==> src/verilog/move_bypass_pkg.sv <==
// shared constants and opcode classes for the move bypass tracker
package move_bypass_pkg;

    localparam int         NUM_VREGS         = 16;
    localparam logic [1:0] MOVE_DELAY_CYCLES = 2'h2;
    localparam logic [1:0] NO_DELAY_CYCLES   = 2'h0;

    // producer attribute bits held per vector register
    localparam int         ATTR_W         = 2;
    localparam int         ATTR_INELIG    = 0;
    localparam int         ATTR_UZERO     = 1;
    localparam logic [1:0] ATTR_RESET     = 2'h0;

    typedef enum logic [4:0] {
        op_nop                         = 5'h00,
        op_compute                     = 5'h01,
        op_aligned_packed_double_move  = 5'h02,
        op_aligned_packed_single_move  = 5'h03,
        op_aligned_integer_vector_move = 5'h04,
        op_unaligned_integer_vector_move = 5'h05,
        op_unaligned_packed_double_move = 5'h06,
        op_unaligned_packed_single_move = 5'h07,
        op_move_other                  = 5'h08,
        op_load_scalar                 = 5'h09,
        op_load_quad                   = 5'h0a,
        op_reg_to_vec_quad_move        = 5'h0b,
        op_cvt_pd_to_ps_mem            = 5'h0c,
        op_cvt_pd_to_int_mem           = 5'h0d,
        op_cvt_pd_to_int_trunc_mem     = 5'h0e,
        op_cvt_int_to_fp_scalar        = 5'h0f,
        op_cvt_fp_width_scalar         = 5'h10,
        op_move_low_half               = 5'h11,
        op_sqrt_scalar                 = 5'h12,
        op_rsqrt_scalar                = 5'h13,
        op_move_high_to_low            = 5'h14,
        op_store                       = 5'h15
    } op_t;

endpackage

==> src/verilog/op_classifier.sv <==
// decodes an opcode class into the attributes the tracker acts on
`timescale 1ns/1ps
module op_classifier
    import move_bypass_pkg::*;
(
    input  move_bypass_pkg::op_t op,
    output logic                 elig_move,
    output logic                 any_move,
    output logic                 compute,
    output logic                 uzero_prod,
    output logic                 low_consumer,
    output logic                 writes_dst
);
    always_comb begin
        elig_move    = 1'b0;
        any_move     = 1'b0;
        compute      = 1'b0;
        uzero_prod   = 1'b0;
        low_consumer = 1'b0;
        writes_dst   = 1'b1;
        unique case (op)
            op_nop, op_store: begin
                writes_dst = 1'b0;
            end
            op_compute: begin
                compute = 1'b1;
            end
            op_aligned_packed_double_move, op_aligned_packed_single_move,
            op_aligned_integer_vector_move, op_unaligned_integer_vector_move,
            op_unaligned_packed_double_move,
            op_unaligned_packed_single_move: begin
                elig_move = 1'b1;
                any_move  = 1'b1;
            end
            op_move_other: begin
                any_move = 1'b1;
            end
            op_load_scalar, op_load_quad, op_reg_to_vec_quad_move: begin
                any_move   = 1'b1;
                uzero_prod = 1'b1;
            end
            op_cvt_pd_to_ps_mem, op_cvt_pd_to_int_mem,
            op_cvt_pd_to_int_trunc_mem: begin
                compute    = 1'b1;
                uzero_prod = 1'b1;
            end
            op_cvt_int_to_fp_scalar, op_cvt_fp_width_scalar,
            op_sqrt_scalar, op_rsqrt_scalar: begin
                compute      = 1'b1;
                low_consumer = 1'b1;
            end
            op_move_low_half, op_move_high_to_low: begin
                any_move     = 1'b1;
                low_consumer = 1'b1;
            end
            default: begin
                writes_dst = 1'b0;
            end
        endcase
    end
endmodule

==> src/verilog/reg_attr_table.sv <==
// per-register producer attributes, three registered read ports
`timescale 1ns/1ps
module reg_attr_table
    import move_bypass_pkg::*;
#(
    parameter int REGS  = NUM_VREGS,
    parameter int AW    = $clog2(REGS)
) (
    input  wire logic                 clk_sys,
    input  wire logic                 rst,
    input  wire logic                 wr_en,
    input  wire logic [AW-1:0]        wr_addr,
    input  wire logic [ATTR_W-1:0]    wr_data,
    input  wire logic [AW-1:0]        rd_addr_a,
    input  wire logic [AW-1:0]        rd_addr_b,
    input  wire logic [AW-1:0]        rd_addr_c,
    output logic      [ATTR_W-1:0]    rd_data_a,
    output logic      [ATTR_W-1:0]    rd_data_b,
    output logic      [ATTR_W-1:0]    rd_data_c
);
    typedef struct packed {
        logic [REGS-1:0][ATTR_W-1:0] mem;
        logic [ATTR_W-1:0]           ra;
        logic [ATTR_W-1:0]           rb;
        logic [ATTR_W-1:0]           rc;
    } tbl_state_t;

    tbl_state_t s_q;
    tbl_state_t s_d;

    always_comb begin
        s_d    = s_q;
        s_d.ra = s_q.mem[rd_addr_a];
        s_d.rb = s_q.mem[rd_addr_b];
        s_d.rc = s_q.mem[rd_addr_c];
        if (wr_en) begin
            s_d.mem[wr_addr] = wr_data;
        end
    end

    always_ff @(posedge clk_sys or posedge rst) begin
        if (rst) begin
            s_q <= '0;
        end else begin
            s_q <= s_d;
        end
    end

    assign rd_data_a = s_q.ra;
    assign rd_data_b = s_q.rb;
    assign rd_data_c = s_q.rc;
endmodule

==> src/verilog/move_bypass_dep_tracker.sv <==
// tracks the latest eligible vector move and resolves dispatch hazards
`timescale 1ns/1ps

// How it works
// - only the six full-register aligned/unaligned moves are eligible
// - compute after an ineligible move waits two cycles past its issue
// - compute reading the tracked destination reads the move source
// - a move never takes the bypass; only compute instructions do
// - at most one destination-to-source mapping is held
// - a younger write to the tracked dst or src kills the mapping
// - a newer eligible move replaces the held mapping
// - a pipeline redirect clears the mapping
// - unrelated instructions leave the mapping untouched
// - merge optimization on: upper-zero producer adds no merge wait
// - upper-zero producers: scalar/quad loads, quad moves, pd conversions
// - low-half consumers: scalar conversions, low moves, sqrt, rsqrt
// - merge optimization off: low consumers of an upper-zero producer wait on the merge
module move_bypass_dep_tracker
    import move_bypass_pkg::*;
#(
    parameter int REGS = NUM_VREGS
) (
    input  wire logic                       clk_sys,
    input  wire logic                       rst,
    input  wire logic                       redirect,
    input  wire logic                       merge_opt_en,
    input  wire logic                       disp_valid,
    input  move_bypass_pkg::op_t            disp_op,
    input  wire logic [$clog2(REGS)-1:0]    disp_dst,
    input  wire logic [$clog2(REGS)-1:0]    disp_src_a,
    input  wire logic [$clog2(REGS)-1:0]    disp_src_b,
    input  wire logic                       disp_src_b_used,
    output logic                            sched_valid,
    output logic      [$clog2(REGS)-1:0]    sched_dst,
    output logic      [$clog2(REGS)-1:0]    sched_src_a,
    output logic      [$clog2(REGS)-1:0]    sched_src_b,
    output logic                            sched_bypass_a,
    output logic                            sched_bypass_b,
    output logic      [1:0]                 sched_delay,
    output logic                            sched_merge_wait,
    output logic                            sched_merge_dropped,
    output logic                            track_valid,
    output logic      [$clog2(REGS)-1:0]    track_dst,
    output logic      [$clog2(REGS)-1:0]    track_src
);
    localparam int AW = $clog2(REGS);

    initial begin
        if (REGS < 2 || (REGS & (REGS - 1)) != 0) begin
            $error("REGS must be a power of two of at least 2");
        end
    end

    typedef struct packed {
        // held move mapping
        logic          trk_v;
        logic [AW-1:0] trk_dst;
        logic [AW-1:0] trk_src;
        // instruction waiting for its table lookup
        logic          p_v;
        logic [AW-1:0] p_dst;
        logic [AW-1:0] p_src_a;
        logic [AW-1:0] p_src_b;
        logic          p_b_used;
        logic          p_byp_a;
        logic          p_byp_b;
        logic          p_compute;
        logic          p_low;
        logic          p_merge_en;
        // scheduler outputs
        logic          o_v;
        logic [AW-1:0] o_dst;
        logic [AW-1:0] o_src_a;
        logic [AW-1:0] o_src_b;
        logic          o_byp_a;
        logic          o_byp_b;
        logic [1:0]    o_delay;
        logic          o_mwait;
        logic          o_mdrop;
    } trk_state_t;

    trk_state_t s_q;
    trk_state_t s_d;

    logic              c_elig;
    logic              c_move;
    logic              c_compute;
    logic              c_uzero;
    logic              c_low;
    logic              c_wr;
    logic              take;
    logic              hit_a;
    logic              hit_b;
    logic [AW-1:0]     eff_a;
    logic [AW-1:0]     eff_b;
    logic [ATTR_W-1:0] attr_wr;
    logic [ATTR_W-1:0] attr_a;
    logic [ATTR_W-1:0] attr_b;
    logic [ATTR_W-1:0] attr_dst;
    logic              slow_a;
    logic              slow_b;
    logic              uzero_dst;

    // true when a source matches the held destination
    function automatic logic maps(input logic v, input logic [AW-1:0] r,
                                  input logic [AW-1:0] d);
        maps = v && (r == d);
    endfunction

    op_classifier u_class (
        .op           (disp_op),
        .elig_move    (c_elig),
        .any_move     (c_move),
        .compute      (c_compute),
        .uzero_prod   (c_uzero),
        .low_consumer (c_low),
        .writes_dst   (c_wr)
    );

    assign take  = disp_valid && !redirect;
    // only compute may use the mapping, never a dependent move
    assign hit_a = c_compute && !c_move
                   && maps(s_q.trk_v, disp_src_a, s_q.trk_dst);
    assign hit_b = c_compute && !c_move && disp_src_b_used
                   && maps(s_q.trk_v, disp_src_b, s_q.trk_dst);
    assign eff_a = hit_a ? s_q.trk_src : disp_src_a;
    assign eff_b = hit_b ? s_q.trk_src : disp_src_b;

    always_comb begin
        attr_wr              = ATTR_RESET;
        attr_wr[ATTR_INELIG] = c_move && !c_elig;
        attr_wr[ATTR_UZERO]  = c_uzero;
    end

    reg_attr_table #(
        .REGS (REGS),
        .AW   (AW)
    ) u_table (
        .clk_sys   (clk_sys),
        .rst       (rst),
        .wr_en     (take && c_wr),
        .wr_addr   (disp_dst),
        .wr_data   (attr_wr),
        .rd_addr_a (eff_a),
        .rd_addr_b (eff_b),
        .rd_addr_c (disp_dst),
        .rd_data_a (attr_a),
        .rd_data_b (attr_b),
        .rd_data_c (attr_dst)
    );

    // a bypassed source carries the attributes of the move's own source
    assign slow_a    = attr_a[ATTR_INELIG] && s_q.p_compute;
    assign slow_b    = attr_b[ATTR_INELIG] && s_q.p_compute
                       && s_q.p_b_used;
    assign uzero_dst = attr_dst[ATTR_UZERO] && s_q.p_low;

    always_comb begin
        s_d = s_q;

        // mapping upkeep in program order
        if (redirect) begin
            s_d.trk_v = 1'b0;
        end else if (disp_valid && c_elig) begin
            s_d.trk_v   = 1'b1;
            s_d.trk_dst = disp_dst;
            s_d.trk_src = disp_src_a;
        end else if (disp_valid && c_wr
                     && (maps(s_q.trk_v, disp_dst, s_q.trk_dst)
                     || maps(s_q.trk_v, disp_dst, s_q.trk_src))) begin
            s_d.trk_v = 1'b0;
        end
        // any other instruction keeps the mapping as it is

        // lookup stage
        s_d.p_v        = take;
        s_d.p_dst      = disp_dst;
        s_d.p_src_a    = eff_a;
        s_d.p_src_b    = eff_b;
        s_d.p_b_used   = disp_src_b_used;
        s_d.p_byp_a    = hit_a;
        s_d.p_byp_b    = hit_b;
        s_d.p_compute  = c_compute;
        s_d.p_low      = c_low;
        s_d.p_merge_en = merge_opt_en;

        // scheduler stage
        s_d.o_v     = s_q.p_v && !redirect;
        s_d.o_dst   = s_q.p_dst;
        s_d.o_src_a = s_q.p_src_a;
        s_d.o_src_b = s_q.p_src_b;
        s_d.o_byp_a = s_q.p_byp_a;
        s_d.o_byp_b = s_q.p_byp_b;
        s_d.o_delay = (slow_a || slow_b) ? MOVE_DELAY_CYCLES
                                         : NO_DELAY_CYCLES;
        s_d.o_mwait = uzero_dst && !s_q.p_merge_en;
        s_d.o_mdrop = uzero_dst && s_q.p_merge_en;
    end

    always_ff @(posedge clk_sys or posedge rst) begin
        if (rst) begin
            s_q <= '0;
        end else begin
            s_q <= s_d;
        end
    end

    assign sched_valid         = s_q.o_v;
    assign sched_dst           = s_q.o_dst;
    assign sched_src_a         = s_q.o_src_a;
    assign sched_src_b         = s_q.o_src_b;
    assign sched_bypass_a      = s_q.o_byp_a;
    assign sched_bypass_b      = s_q.o_byp_b;
    assign sched_delay         = s_q.o_delay;
    assign sched_merge_wait    = s_q.o_mwait;
    assign sched_merge_dropped = s_q.o_mdrop;
    assign track_valid         = s_q.trk_v;
    assign track_dst           = s_q.trk_dst;
    assign track_src           = s_q.trk_src;
endmodule

==> config.mk <==
export PLATFORM = sky130hd
export DESIGN_NAME = move_bypass_dep_tracker
export DESIGN_NICKNAME = d
export VERILOG_FILES = /design/src/verilog/move_bypass_pkg.sv /design/src/verilog/op_classifier.sv /design/src/verilog/reg_attr_table.sv /design/src/verilog/move_bypass_dep_tracker.sv
export SDC_FILE = /design/constraint.sdc
export NUM_CORES = 1
export LEC_CHECK = 0
export BUFFER_PORTS_ARGS = -buffer_cell sky130_fd_sc_hd__buf_2
export CAP_MARGIN = 15
export CORE_UTILIZATION = 63
export DETAILED_ROUTE_END_ITERATION = 10
export PLACE_DENSITY = 0.81
export SKIP_CTS_REPAIR_TIMING = 1
export SLEW_MARGIN = 20
export SYNTH_ARGS = -nofsm -noshare
export SYNTH_HDL_FRONTEND = slang
export SYNTH_HIERARCHICAL = 1
export SYNTH_SLANG_ARGS = --single-unit
==> constraint.sdc <==
create_clock -name clk_sys -period 5.85 [get_ports clk_sys]
set_clock_uncertainty 0.1 [all_clocks]
set_input_delay 1.4625 -clock clk_sys [delete_from_list [all_inputs] [get_ports clk_sys]]
set_output_delay 1.4625 -clock clk_sys [all_outputs]
set_load 0.02 [all_outputs]
==> reports/metrics.cfg <==
[die]
die_area_um2 = 6350
die_h_um = 79.7
core_area_um2 = 5680
fp.dieW_um = 79.7
initial_core_util = 0.670
io_pins = 51
row_count = 27

[power]
ir_drop_mv = 0.181
p_leak_nw = 1.97
power_density_nw_per_um2 = 305

[sta]
slew_viol_final = 0
slew_headroom = 0.327
rsz0062_at_grt = no
hold_viol = 0
worstMarginPinSlew_ns = 1.01
whs_ns = 0.251
min_period_over_period = 0.664
setup_viol = 0
fin_tns_setup_ns = 0
period_needed_ns = 3.88
max_freq_mhz = 258

[yosys]
yosys_warnings = 6
synthCells = 284
syn_area_um2 = 3800
syn-num-nets = 307
syn-mean-instance-area_um2 = 13.4

[detailed_routing]
via_per_inst = 5.77
vias = 2246
routedWlPerCell_um = 17.1
wl_um = 6640
drc = 0
drtIter0Drc = 89
antenna_left = 0
first_pass_iters = 4

[critical_path]
path_max_fanout = 7
critPathKind = in2reg
cp_slowest_cell = mux4_1
worstPathCellList = buf_2 > nor2_1 > or3_1 > o311ai_1 > nand4b_1 > nor3_2 > mux2_2 > mux4_1 > a22oi_1 > nand3_1
cp_top_family = simple AND/OR/NAND/NOR gates
path_buf_inv = 1
slowest_delay_ns = 0.48
startpoint_type = input pin
end_kind = register
cp.required_ns = 5.98
arrival_ns = 4.01

[global_routing]
track_usage = 0.229
grt_pass1_wl_um = 10400
grt_max_degree = 47
gr-total-overflow = 0
antenna_found_initial = 0
grt_pass1_vias = 2115

[layout]
final_cell_mix = dfrtp_1, buf_2, mux2_2, nor2_1, xnor2_1
drive_above_1_share = 0.375
nNetsFinal = 335
area_growth_pct = 7.47
stdcell_count = 389
diodes = 0
final_common_cell = dfrtp_1

[clock_tree]
htree_levels = 3
path_clk_slew_ns = 0.08
clk_path_buf_depth = 2
cts_tree = built
cts_made_buffers = 9
clk_latency_ns = 0.35
cts.sinks = 81
cts_root_buf = clkbuf_8

[status]
status = finished clean

[place]
dp_hpwl_um = 4770
place_inst = 373
gp_congestion = 0.841
portBuffers = 49

[hold_path]
hold_path.class = reg2reg

[run]
cap_violations = 0

==> report_power, final <==
group / switching [mW] / internal [mW] / total, mW
Clock: 0.186 / 0.208 / 0.394
Combinational: 0.102 / 0.0967 / 0.199
Sequential: 0.0431 / 0.611 / 0.654
Total: 0.331 / 0.916 / 1.25
==> registers in the layout (all words and copies together) (netlist names) <==
name / cells
s_d: 14
sched_src_b: 4
sched_valid: 1
u_table/s_q: 32
track_src: 4
sched_merge_dropped: 1
track_valid: 1
sched_bypass_b: 1
u_table/rd_data_a: 1
s_q: 5
u_table/rd_data_b: 1
sched_delay: 1
sched_bypass_a: 1
track_dst: 4
sched_src_a: 4
u_table/rd_data_c: 1
sched_dst: 4
sched_merge_wait: 1
==> per-layer routing <==
| layer | vias to the layer above | track usage | part of all wire |
|---|---|---|---|
| li1 | 1039 | - | - |
| met1 | 1125 | 0.315 | 0.46 |
| met2 | 67 | 0.349 | 0.47 |
| met3 | 15 | 0.0457 | 0.041 |
| met4 | 0 | 0.109 | 0.021 |
| met5 | - | 0 | 0 |
==> worst register-to-register path, stage by stage, from the launching register on <==
cell,delay (ns)
dfrtp_1,0.47
xor2_1,0.19
nor4_1,0.40
and4b_1,0.48
mux2_4,0.39
mux4_2,0.45
a22oi_1,0.19
nand3_1,0.10
==> area by class of cell <==
type	count	area, um^2
Fill cell	386	1590
Timing Repair Buffer	51	260
Inverter	6	22.5
Clock buffer	13	149
Tap cell	72	90.1
Clock inverter	3	40.0
Multi-Input combinational cell	163	1500
Sequential cell	81	2030
==> stage by stage <==
step           cell area [um^2]  power, mW  worst slack (ns)  utilization
2_1_floorplan              3800      0.826              2.04            -
3_3_place_gp               3890      0.855              1.81        0.686
3_5_place_dp               3890      0.863              1.65        0.686
4_1_cts                    4080       1.25              2.02        0.720
5_1_grt                    4080       1.30              1.81        0.720
6_report                   4080       1.25              1.97        0.720
==> path summary, 6_finish.rpt <==
kind	depth (start not counted)	start	slack, ns	to
max in group asynchronous	2	rst	3.86	sched_valid
min in group asynchronous	3	rst	1.11	u_table/rd_data_a[0]
worst min register to register	0	s_d[12]	0.25	sched_src_a[2]
worst max register to register	7	track_dst[2]	2.99	u_table/rd_data_a[0]
worst max-delay path	10	disp_op[2]	1.97	u_table/rd_data_b[0]
worst min-delay path	0	s_d[12]	0.25	sched_src_a[2]
No activity file was read; power rests on OpenSTA's default activity.
